File: src/include/ivp_pkg.sv
// Shared constants, types and the source-to-vector map of the interrupt block.
// Assumes one clock domain and an APB master with 32-bit data.
package ivp_pkg;
  localparam int NUM_SRC = 28;
  localparam int NUM_VEC = 32;
  localparam int VEC_W = 5;
  localparam int NUM_PUSH = 5;
  localparam int MASK_BIT = 3;
  localparam logic [4:0] VEC_RESET = 5'h00;
  localparam logic [4:0] VEC_TRAP = 5'h01;
  localparam logic [15:0] VEC_TOP = 16'hfffe;
  localparam logic [7:0] ADDR_FLAGS = 8'h00;
  localparam logic [7:0] ADDR_ENABLE = 8'h04;
  localparam logic [7:0] ADDR_STATE = 8'h08;
  localparam logic [NUM_SRC-1:0] ENABLE_RST = 28'h0;
  localparam int ST_VEC_LSB = 0;
  localparam int ST_BUSY_BIT = 8;
  localparam int ST_IRQ_BIT = 9;

  // Vector number of each flag/enable pair; several pairs may share one vector
  localparam logic [4:0] SRC_VEC [0:NUM_SRC-1] = '{
    5'h02, 5'h03, 5'h04,                     // External pin, voltage detect, clock gen
    5'h05, 5'h06, 5'h07,                     // Timer one
    5'h08, 5'h09, 5'h0a,                     // Timer two
    5'h0b, 5'h0b, 5'h0c, 5'h0c,              // SPI one, SPI two
    5'h0d, 5'h0d, 5'h0d, 5'h0d,              // Serial errors
    5'h0e, 5'h0e, 5'h0f, 5'h0f,              // Serial receive, transmit
    5'h10, 5'h11, 5'h12, 5'h13,              // Keyboards, converter, comparator
    5'h14, 5'h15, 5'h16                      // I2C, periodic tick, display
  };

  typedef enum logic [2:0] {
    ST_IDLE = 3'b000,
    ST_PUSH = 3'b001,
    ST_VECHI = 3'b010,
    ST_VECLO = 3'b011,
    ST_CAPHI = 3'b100,
    ST_CAPLO = 3'b101
  } ivp_state_e;

  typedef struct packed {
    logic [15:0] pc;
    logic [7:0] x;
    logic [7:0] a;
    logic [7:0] condCode;
    logic [15:0] sp;
  } ivp_ctx_s;

  typedef struct packed {
    logic we;
    logic [15:0] addr;
    logic [7:0] data;
  } ivp_stk_s;

  typedef struct packed {
    logic watchdogTimeout;
    logic clockGenLoss;
    logic lowVoltageDetect;
    logic powerOn;
    logic resetPin;
    logic illegalOp;
  } ivp_rst_s;
endpackage : ivp_pkg

File: src/hw/ivp_ctrl.sv
// Interrupt gathering, priority choice, stacking and vector fetch, with APB registers.
// Assumes a core that stalls while busy is high and memory that answers one cycle after memRd.
//
// How it works
// (RQ1) Vector is two bytes: high byte at even address, low byte next.
// (RQ2) An event sets its flag regardless of the local enable.
// (RQ3) A source requests only while flag and local enable are both 1.
// (RQ4) Maskable requests are accepted only while the global mask bit is 0.
// (RQ5) Entry starts only once the current instruction has completed; a reset cause starts the vector fetch from idle without waiting for instrDone.
// (RQ6) Stack PC low, PC high, index, accumulator, then condition codes.
// (RQ7) After stacking set the mask, fetch the winning vector, jump there.
// (RQ8) Lower vector number always wins; reset 0 highest, 22 lowest.
// (RQ9) Vector n lives at 0xfffe minus 2n; sources fixed per vector.
// (RQ10) Vectors 23 to 31 have no source and are never selected.
// (RQ11) All reset causes use the single top reset vector.
// (RQ12) A shared vector requests when any of its enabled flags is set.
// (RQ13) Requests stay pending until cleared; priority re-chosen at every entry.
`timescale 1ns/100ps
module ivp_ctrl import ivp_pkg::*; #(
  parameter int NSRC = NUM_SRC
) (
  input wire logic mclk,
  input wire logic rst_n,
  input wire logic psel,
  input wire logic penable,
  input wire logic pwrite,
  input wire logic [7:0] paddr,
  input wire logic [31:0] pwdata,
  output logic [31:0] prdata,
  output logic pready,
  output logic pslverr,
  input wire logic [NSRC-1:0] srcEvent,
  input wire ivp_rst_s rstCause,
  input wire logic instrDone,
  input wire logic trapReq,
  input wire ivp_ctx_s ctx,
  input wire logic [7:0] memRdata,
  output logic irqOut,
  output logic busy,
  output ivp_stk_s stk,
  output logic memRd,
  output logic [15:0] memAddr,
  output logic pcLoad,
  output logic [15:0] newPc,
  output logic [15:0] newSp,
  output logic iSet
);
  logic [NSRC-1:0] flags;
  logic [NSRC-1:0] clrMask;
  logic [NSRC-1:0] enable_r;
  logic [NSRC-1:0] enable_nxt;
  logic [31:0] prdata_r;
  logic [31:0] prdata_nxt;
  logic setup;
  logic access;
  logic hit;
  logic [NSRC-1:0] pending;
  logic [NUM_VEC-1:0] hwVecReq;
  logic [NUM_VEC-1:0] encReq;
  logic [VEC_W-1:0] encIdx;
  logic encValid;
  logic rstAny;
  logic hwOk;

  ivp_state_e state_r;
  ivp_state_e state_nxt;
  logic [2:0] step_r;
  logic [2:0] step_nxt;
  ivp_ctx_s ctx_r;
  ivp_ctx_s ctx_nxt;
  logic [VEC_W-1:0] vec_r;
  logic [VEC_W-1:0] vec_nxt;
  logic [VEC_W-1:0] lastVec_r;
  logic [VEC_W-1:0] lastVec_nxt;
  logic trapPend_r;
  logic trapPend_nxt;
  logic hwAcc_r;
  logic hwAcc_nxt;
  logic [7:0] hi_r;
  logic [7:0] hi_nxt;
  ivp_stk_s stk_r;
  ivp_stk_s stk_nxt;
  logic memRd_r;
  logic memRd_nxt;
  logic [15:0] memAddr_r;
  logic [15:0] memAddr_nxt;
  logic pcLoad_r;
  logic pcLoad_nxt;
  logic [15:0] newPc_r;
  logic [15:0] newPc_nxt;
  logic [15:0] newSp_r;
  logic [15:0] newSp_nxt;
  logic iSet_r;
  logic iSet_nxt;

  ivp_flag_bank #(
    .N(NSRC)
  ) u_flags (
    .mclk(mclk),
    .rst_n(rst_n),
    .setEv(srcEvent),
    .clrMask(clrMask),
    .flags(flags)
  );

  // Request gathering per vector
  always_comb begin
    pending = flags & enable_r; // [RQ3]
    hwVecReq = '0;
    for (int s = 0; s < NSRC; s++) begin
      if (pending[s]) begin
        hwVecReq[SRC_VEC[s]] = 1'b1; // [RQ9] [RQ10] [RQ12]
      end
    end
  end

  assign irqOut = |pending;
  assign rstAny = |rstCause;
  assign hwOk = irqOut & ~ctx.condCode[MASK_BIT]; // [RQ4]

  // Hardware vectors count only if a qualified request began this entry
  always_comb begin
    encReq = hwVecReq & {NUM_VEC{hwAcc_r}};
    encReq[VEC_TRAP] = trapPend_r;
    encReq[VEC_RESET] = 1'b0;
  end

  ivp_prio_enc #(
    .N(NUM_VEC),
    .W(VEC_W)
  ) u_enc (
    .req(encReq),
    .idx(encIdx),
    .valid(encValid)
  );

  // APB slave, zero wait states
  assign setup = psel & ~penable;
  assign access = psel & penable;
  assign hit = (paddr == ADDR_FLAGS) | (paddr == ADDR_ENABLE) | (paddr == ADDR_STATE);
  assign pready = 1'b1;
  assign pslverr = access & ~hit;
  assign prdata = prdata_r;

  always_comb begin
    enable_nxt = enable_r;
    prdata_nxt = prdata_r;
    clrMask = '0;
    if (setup && !pwrite) begin
      prdata_nxt = '0;
      unique case (paddr)
        ADDR_FLAGS: prdata_nxt[NSRC-1:0] = flags;
        ADDR_ENABLE: prdata_nxt[NSRC-1:0] = enable_r;
        ADDR_STATE: begin
          prdata_nxt[ST_VEC_LSB +: VEC_W] = lastVec_r;
          prdata_nxt[ST_BUSY_BIT] = busy;
          prdata_nxt[ST_IRQ_BIT] = irqOut;
        end
        default: prdata_nxt = '0;
      endcase
    end
    if (access && pwrite && paddr == ADDR_ENABLE) begin
      enable_nxt = pwdata[NSRC-1:0];
    end
    // Reading clears only the flags returned, so a new event is kept
    if (access && !pwrite && paddr == ADDR_FLAGS) begin
      clrMask = prdata_r[NSRC-1:0]; // [RQ13]
    end
  end

  always_ff @(posedge mclk or negedge rst_n) begin
    if (!rst_n) begin
      enable_r <= ENABLE_RST;
      prdata_r <= '0;
    end else begin
      enable_r <= enable_nxt;
      prdata_r <= prdata_nxt;
    end
  end

  // Entry sequencer
  always_comb begin
    state_nxt = state_r;
    step_nxt = step_r;
    ctx_nxt = ctx_r;
    vec_nxt = vec_r;
    lastVec_nxt = lastVec_r;
    trapPend_nxt = trapPend_r;
    hwAcc_nxt = hwAcc_r;
    hi_nxt = hi_r;
    stk_nxt = '0;
    memRd_nxt = 1'b0;
    memAddr_nxt = memAddr_r;
    pcLoad_nxt = 1'b0;
    newPc_nxt = newPc_r;
    newSp_nxt = newSp_r;
    iSet_nxt = 1'b0;
    unique case (state_r)
      ST_IDLE: begin
        if (rstAny) begin
          vec_nxt = VEC_RESET; // [RQ11]
          iSet_nxt = 1'b1;
          newSp_nxt = ctx.sp;
          state_nxt = ST_VECHI;
        end else if (instrDone && (trapReq || hwOk)) begin // [RQ5]
          ctx_nxt = ctx;
          trapPend_nxt = trapReq;
          hwAcc_nxt = hwOk;
          step_nxt = '0;
          state_nxt = ST_PUSH;
        end
      end
      ST_PUSH: begin
        stk_nxt.we = 1'b1;
        stk_nxt.addr = ctx_r.sp - 16'(step_r);
        unique case (step_r)
          3'h0: stk_nxt.data = ctx_r.pc[7:0]; // [RQ6]
          3'h1: stk_nxt.data = ctx_r.pc[15:8];
          3'h2: stk_nxt.data = ctx_r.x;
          3'h3: stk_nxt.data = ctx_r.a;
          default: stk_nxt.data = ctx_r.condCode;
        endcase
        step_nxt = step_r + 3'h1;
        if (step_r == 3'(NUM_PUSH - 1)) begin
          iSet_nxt = 1'b1; // [RQ7]
          newSp_nxt = ctx_r.sp - 16'(NUM_PUSH);
          if (encValid) begin
            vec_nxt = encIdx; // [RQ8] [RQ13]
          end else begin
            vec_nxt = VEC_RESET;
          end
          state_nxt = ST_VECHI;
        end
      end
      ST_VECHI: begin
        memRd_nxt = 1'b1;
        memAddr_nxt = VEC_TOP - {10'h000, vec_r, 1'b0}; // [RQ9] [RQ1]
        lastVec_nxt = vec_r;
        trapPend_nxt = 1'b0;
        hwAcc_nxt = 1'b0;
        state_nxt = ST_VECLO;
      end
      ST_VECLO: begin
        memRd_nxt = 1'b1;
        memAddr_nxt = memAddr_r + 16'h0001; // [RQ1]
        state_nxt = ST_CAPHI;
      end
      ST_CAPHI: begin
        hi_nxt = memRdata;
        state_nxt = ST_CAPLO;
      end
      ST_CAPLO: begin
        newPc_nxt = {hi_r, memRdata}; // [RQ1] [RQ7]
        pcLoad_nxt = 1'b1;
        state_nxt = ST_IDLE;
      end
      default: state_nxt = ST_IDLE;
    endcase
  end

  always_ff @(posedge mclk or negedge rst_n) begin
    if (!rst_n) begin
      state_r <= ST_IDLE;
      step_r <= '0;
      ctx_r <= '0;
      vec_r <= '0;
      lastVec_r <= '0;
      trapPend_r <= 1'b0;
      hwAcc_r <= 1'b0;
      hi_r <= '0;
      stk_r <= '0;
      memRd_r <= 1'b0;
      memAddr_r <= '0;
      pcLoad_r <= 1'b0;
      newPc_r <= '0;
      newSp_r <= '0;
      iSet_r <= 1'b0;
    end else begin
      state_r <= state_nxt;
      step_r <= step_nxt;
      ctx_r <= ctx_nxt;
      vec_r <= vec_nxt;
      lastVec_r <= lastVec_nxt;
      trapPend_r <= trapPend_nxt;
      hwAcc_r <= hwAcc_nxt;
      hi_r <= hi_nxt;
      stk_r <= stk_nxt;
      memRd_r <= memRd_nxt;
      memAddr_r <= memAddr_nxt;
      pcLoad_r <= pcLoad_nxt;
      newPc_r <= newPc_nxt;
      newSp_r <= newSp_nxt;
      iSet_r <= iSet_nxt;
    end
  end

  assign busy = (state_r != ST_IDLE) | pcLoad_r;
  assign stk = stk_r;
  assign memRd = memRd_r;
  assign memAddr = memAddr_r;
  assign pcLoad = pcLoad_r;
  assign newPc = newPc_r;
  assign newSp = newSp_r;
  assign iSet = iSet_r;
endmodule : ivp_ctrl

File: src/hw/ivp_flag_bank.sv
// Sticky status flags, one per flag/enable pair.
// Assumes set pulses and clear masks synchronous to mclk.
`timescale 1ns/100ps
module ivp_flag_bank #(
  parameter int N = 28
) (
  input wire logic mclk,
  input wire logic rst_n,
  input wire logic [N-1:0] setEv,
  input wire logic [N-1:0] clrMask,
  output logic [N-1:0] flags
);
  logic [N-1:0] flags_r;
  logic [N-1:0] flags_nxt;

  // Set wins over a clear in the same cycle
  always_comb begin
    flags_nxt = (flags_r & ~clrMask) | setEv; // [RQ2] [RQ13]
  end

  always_ff @(posedge mclk or negedge rst_n) begin
    if (!rst_n) begin
      flags_r <= '0;
    end else begin
      flags_r <= flags_nxt;
    end
  end

  assign flags = flags_r;
endmodule : ivp_flag_bank

File: src/hw/ivp_prio_enc.sv
// Fixed-priority encoder: the lowest set index wins.
// Assumes a combinational use inside the entry sequencer.
`timescale 1ns/100ps
module ivp_prio_enc #(
  parameter int N = 32,
  parameter int W = 5
) (
  input wire logic [N-1:0] req,
  output logic [W-1:0] idx,
  output logic valid
);
  always_comb begin
    idx = '0;
    valid = 1'b0;
    for (int i = N - 1; i >= 0; i--) begin
      if (req[i]) begin
        idx = W'(i); // [RQ8]
        valid = 1'b1;
      end
    end
  end
endmodule : ivp_prio_enc

File: config.mk
export PLATFORM = sky130hd
export DESIGN_NAME = ivp_ctrl
export DESIGN_NICKNAME = d
export VERILOG_FILES = /design/src/include/ivp_pkg.sv /design/src/hw/ivp_ctrl.sv /design/src/hw/ivp_flag_bank.sv /design/src/hw/ivp_prio_enc.sv
export SDC_FILE = /design/constraint.sdc
export NUM_CORES = 1
export LEC_CHECK = 0
export ABC_AREA = 1
export BUFFER_PORTS_ARGS = -buffer_cell sky130_fd_sc_hd__buf_4
export CORE_MARGIN = 1
export CORE_UTILIZATION = 59
export CTS_BUF_LIST = sky130_fd_sc_hd__clkbuf_16
export CTS_CLUSTER_DIAMETER = 150
export DETAILED_ROUTE_END_ITERATION = 16
export PLACE_DENSITY = 0.86
export SLEW_MARGIN = 25
export SYNTH_ARGS = -nofsm -noshare
export SYNTH_HDL_FRONTEND = slang
export SYNTH_HIERARCHICAL = 1
export SYNTH_SLANG_ARGS = --single-unit
File: constraint.sdc
create_clock -name mclk -period 3.3 [get_ports mclk]
set_input_delay 0.165 -clock mclk [delete_from_list [all_inputs] [get_ports mclk]]
set_output_delay 0.165 -clock mclk [all_outputs]
set_load 0.1 [all_outputs]
==> flow_summary.html <==
<table>
<tr><th>Metric</th><th>Value</th></tr>
<tr><th colspan="2">Timing</th></tr>
<tr><td>Largest clock skew in the final design</td><td>0.0150 ns</td></tr>
<tr><td>Number of hold-slack violations in the final timing report</td><td>0</td></tr>
<tr><td>Final worst setup slack</td><td>a little over 0.9 ns</td></tr>
<tr><td>Final critical-path required period</td><td>2.38 ns</td></tr>
<tr><td>Transition time at the pin with the least slew margin</td><td>~0.9 ns</td></tr>
<tr><td>Total setup violations reported at the end of the flow</td><td>0</td></tr>
<tr><td>Highest clock rate</td><td>~420 MHz</td></tr>
<tr><td>Share of the cycle needed by the critical path after routing</td><td>0.720</td></tr>
<tr><td>Final slew viol count</td><td>0</td></tr>
<tr><td>Hold Worst Slack</td><td>0.257 ns</td></tr>
<tr><td>Worst slew margin</td><td>0.414</td></tr>
<tr><td>Total negative setup slack</td><td>0 ns</td></tr>
<tr><td>Unrepaired setup endpoints after global routing</td><td>no</td></tr>
<tr><th colspan="2">Place</th></tr>
<tr><td>Worst setup timing slack at the placement stage</td><td>~1.1 ns</td></tr>
<tr><td>Global placement routability congestion</td><td>0.849</td></tr>
<tr><td>Number of I/O port buffers</td><td>around 250</td></tr>
<tr><td>DPL Wire Length</td><td>20.9 mm</td></tr>
<tr><th colspan="2">Floorplanning</th></tr>
<tr><td>Floorplan die area</td><td>~20000 um2</td></tr>
<tr><td># IOs</td><td>between 200 and 300</td></tr>
<tr><td>Number of core rows</td><td>51</td></tr>
<tr><td>Area inside the core boundary</td><td>19500 um2</td></tr>
<tr><td>Chip Height</td><td>143 um</td></tr>
<tr><td>Horizontal die dimension</td><td>143 um</td></tr>
<tr><td>Initial Utilization</td><td>0.602</td></tr>
<tr><th colspan="2">GRT</th></tr>
<tr><td>Global routing met1 resource utilization</td><td>0.425</td></tr>
<tr><td>Global-route congestion overflow total</td><td>0</td></tr>
<tr><td>First-pass GRT wire length</td><td>57.7 mm</td></tr>
<tr><td>Maximum number of pins on one net before global-route repair</td><td>99</td></tr>
<tr><td>Global-route track usage on met2</td><td>0.632</td></tr>
<tr><td>Initial antenna violation count</td><td>1</td></tr>
<tr><td>Number of global-route vias before repair</td><td>~12000</td></tr>
<tr><td>GR Util met3</td><td>0.0748</td></tr>
<tr><td>Global routing's busiest layer</td><td>met2</td></tr>
<tr><td>Overall routing resource usage</td><td>0.362</td></tr>
<tr><th colspan="2">Critical path</th></tr>
<tr><td>Endpoint class of the critical path</td><td>flip-flop</td></tr>
<tr><td>Crit path required time</td><td>3.74 ns</td></tr>
<tr><td>Arrival time of the worst setup path</td><td>2.81 ns</td></tr>
<tr><td>Crit Path Class</td><td>reg2reg</td></tr>
<tr><td>Startpoint Class</td><td>flip-flop</td></tr>
<tr><td>Peak fanout along the critical path</td><td>30</td></tr>
<tr><th colspan="2">Yosys</th></tr>
<tr><td>Flops &amp; latches, synth</td><td>242</td></tr>
<tr><td>Main combinational cell family by area after synthesis</td><td>simple AND/OR/NAND/NOR gates</td></tr>
<tr><td>Synthesized cell area</td><td>around 12000 um2</td></tr>
<tr><td>Number of instances in the synthesized netlist</td><td>1510</td></tr>
<tr><td>Synth Area in Adders</td><td>0.0124</td></tr>
<tr><td>Yosys cell types</td><td>45</td></tr>
<tr><td>Warnings, synthesis</td><td>6</td></tr>
<tr><td>Post-Synth XOR/XNOR Area</td><td>0.00598</td></tr>
<tr><td>Sequential fraction of the synthesis area</td><td>0.517</td></tr>
<tr><td>Fraction of the mapped netlist area in compound gates</td><td>0.111</td></tr>
<tr><td>Post-synthesis area per instance</td><td>a little under 8 um2</td></tr>
<tr><td>Area share of and/or/nand/nor cells after synthesis</td><td>0.252</td></tr>
<tr><td>Share of synthesized area spent on multiplexers</td><td>0</td></tr>
<tr><th colspan="2">Clocking</th></tr>
<tr><td>Number of levels the H-tree was split into</td><td>1</td></tr>
<tr><td>Count of hold buffers inserted by post-cts repair</td><td>around 120</td></tr>
<tr><td>Clk slew on worst S/H paths</td><td>0.06 ns</td></tr>
<tr><td>Buffer count from post-CTS setup fixing</td><td>0</td></tr>
<tr><td>Worst-skew pair later-pin latency</td><td>about 0.53 ns</td></tr>
<tr><td>Deepest clock path buffer count</td><td>3</td></tr>
<tr><td>Clock root buffer</td><td>clkbuf_16</td></tr>
<tr><td>Total CTS buffers</td><td>26</td></tr>
<tr><td>Post-cts repair resize count</td><td>0</td></tr>
<tr><td>TritonCTS sink count</td><td>242</td></tr>
<tr><td>Clock tree from TritonCTS</td><td>built</td></tr>
<tr><th colspan="2">Final layout</th></tr>
<tr><td>Post-layout util</td><td>0.817</td></tr>
<tr><td>Fraction of final layout cells sized beyond drive strength 1</td><td>0.172</td></tr>
<tr><td>Nets</td><td>2051</td></tr>
<tr><td>Area delta synth-&gt;final</td><td>35.8%</td></tr>
<tr><th colspan="2">Power</th></tr>
<tr><td>Fraction of power spent switching nets</td><td>0.480</td></tr>
<tr><td>Power per cell area</td><td>767 nW/um2</td></tr>
<tr><td>Logic gate share of total power</td><td>0.456</td></tr>
<tr><td>Flop pwr share</td><td>0.317</td></tr>
<tr><td>Static leakage</td><td>8.40 nW</td></tr>
<tr><td>Clock group share of total power</td><td>0.227</td></tr>
<tr><td>Worst vdd rail ir drop</td><td>between 0.8 and 0.9 mV</td></tr>
<tr><td>Switching Power</td><td>approximately 6 mW</td></tr>
<tr><td>Internal Power</td><td>6.35 mW</td></tr>
<tr><th colspan="2">Routing</th></tr>
<tr><td>Per-cell routed wire length</td><td>16.5 um</td></tr>
<tr><td>DRC errors left</td><td>0</td></tr>
<tr><td>Antenna Nets Post-Route</td><td>0</td></tr>
<tr><td>Vias per std cell</td><td>5.40</td></tr>
<tr><td>Number of DRC markers after the initial detailed-route iteration</td><td>a little under 1000</td></tr>
<tr><td>Pre-antenna DRT Iters</td><td>5</td></tr>
<tr><td>Total via count in the routed design</td><td>roughly 12000</td></tr>
<tr><td>Total detailed-routing wirelength</td><td>between 30 and 40 mm</td></tr>
<tr><th colspan="2">Status</th></tr>
<tr><td>Result of the run</td><td>finished clean</td></tr>
<tr><th colspan="2">Hold path</th></tr>
<tr><td>Type of the worst min-delay path</td><td>in2async</td></tr>
<tr><th colspan="2">Flow run</th></tr>
<tr><td>Max-cap violations</td><td>0</td></tr>
</table>
cell usage in the layout (no fill, tap or decap), types with 2 or more instances in the layout:
cell	Yosys	layout
conb_1	2	29
a22o_1	29	29
clkbuf_16	0	26
a21oi_1	42	42
buf_12	0	2
nand4_1	7	7
ha_1	10	10
nor4_1	7	6
nor2_2	1	2
inv_2	12	12
a211oi_1	2	2
buf_4	9	259
dlygate4sd3_1	0	123
a221o_1	2	2
o21a_1	2	2
a211o_1	2	2
inv_1	224	230
a31oi_1	6	6
or2_2	6	6
clkinv_2	0	6
o21ai_0	110	110
nor3_1	17	16
dfrtp_1	242	242
nor3_2	3	4
nand3_1	46	46
nand2_1	523	523
clkinv_1	2	5
o21ai_1	10	10
nor2_1	118	117
a221oi_1	8	8
xor2_1	8	8
bufinv_16	0	2
metal layers:
layer | up-vias | routed length, um
met2 | 684 | 18100
li1 | 5417 | -
met4 | 0 | 1600
met1 | 5513 | 13200
met3 | 148 | 3160
met5 | - | 0
area by class of cell:
class | instances | area (um2)
multi-input cells | 1002 | 4590
flip-flops and latches | 242 | 6060
diodes | 1 | 2.50
fillers | 1126 | 3550
clock inverters | 19 | 151
clock buffers | 26 | 651
inverters | 238 | 893
repair buffers | 385 | 3230
well taps | 265 | 332
power by group through the flow:
stage	combinational (mW)	sequential, mW	clock [mW]
3_5_place_dp	5.36	3.89	0
3_3_place_gp	5.26	3.88	0
6_report	5.56	3.87	2.77
5_1_grt	5.87	3.92	2.91
2_1_floorplan	1.63	6.28	0
4_1_cts	5.49	3.85	2.80
cell usage after synthesis, drive strengths merged:
| master | instances | share of area |
|---|---|---|
| dfrtp | 242 | 0.52 |
| ha | 10 | 0.011 |
| a31oi | 6 | 0.0032 |
| a311oi | 1 | 0.00075 |
| nor3 | 21 | 0.011 |
| a22oi | 1 | 0.00064 |
| a221o | 2 | 0.0017 |
| o21a | 2 | 0.0013 |
| nand2 | 524 | 0.17 |
| inv | 236 | 0.076 |
| nand4 | 7 | 0.0037 |
| nor4 | 8 | 0.0056 |
| o21bai | 1 | 0.00064 |
| a22o | 29 | 0.022 |
| a211o | 2 | 0.0015 |
| nand3 | 47 | 0.021 |
| conb | 2 | 0.00064 |
| clkinv | 2 | 0.00064 |
| nor2 | 119 | 0.038 |
| nand3b | 1 | 0.00064 |
| o31ai | 1 | 0.00064 |
| buf | 30 | 0.016 |
| a21oi | 44 | 0.020 |
| or2 | 7 | 0.0037 |
| a221oi | 8 | 0.0060 |
| a211oi | 2 | 0.0013 |
| o21ai | 120 | 0.051 |
| a41oi | 1 | 0.00075 |
| clkbuf | 25 | 0.0080 |
| xor2 | 8 | 0.0060 |
| fa | 1 | 0.0017 |
worst max-delay path: stages (launching register included):
cell	delay [ns]
dfrtp_1	0.48
nor3_2	0.25
buf_4	0.35
o21ai_0	0.24
nand2_1	0.20
a21oi_4	0.08
inv_2	0.36
a21oi_1	0.09
a21oi_1	0.21
worst paths after layout:
path / start / to / slack [ns] / cells past startpoint
worst max-delay path: state_r[2] / newSp[3] / 0.92 / 8
worst min-delay path: rst_n / prdata[10] / 0.26 / 2
worst max register to register: state_r[2] / newSp[3] / 0.92 / 8
worst min register to register: newPc[8] / newPc[8] / 0.47 / 2
max in group asynchronous: rst_n / lastVec_r[2] / 2.15 / 3
min in group mclk: rstCause[0] / state_r[1] / 0.26 / 5
cells by family after synthesis:
| group | after synthesis |
|---|---|
| AO/OA/AOI/OAI | 220 |
| other | 2 |
| flip-flops | 242 |
| buffers and inverters | 293 |
| AND/OR/NAND/NOR | 734 |
| XOR/XNOR | 8 |
| adder cells (fa/ha/maj) | 11 |
flip-flops by register name, summed over array words and instances, names as in the netlist:
name / cells
ctx_r: 56
enable_r: 28
hi_r: 8
hwAcc_r: 1
iSet: 1
lastVec_r: 5
memAddr: 16
memRd: 1
newPc: 16
newSp: 16
pcLoad: 1
prdata: 28
state_r: 3
step_r: 3
stk: 25
trapPend_r: 1
u_flags/flags: 28
vec_r: 5
through the flow:
step	power [mW]	cells	area, um2
5_1_grt	12.7	2178	15900
6_report	12.2	2178	15900
2_1_floorplan	7.91	1537	11800
3_5_place_dp	9.25	2009	13900
4_1_cts	12.1	2177	15900
3_3_place_gp	9.14	2009	13900
(Power assumes the default switching activity.)
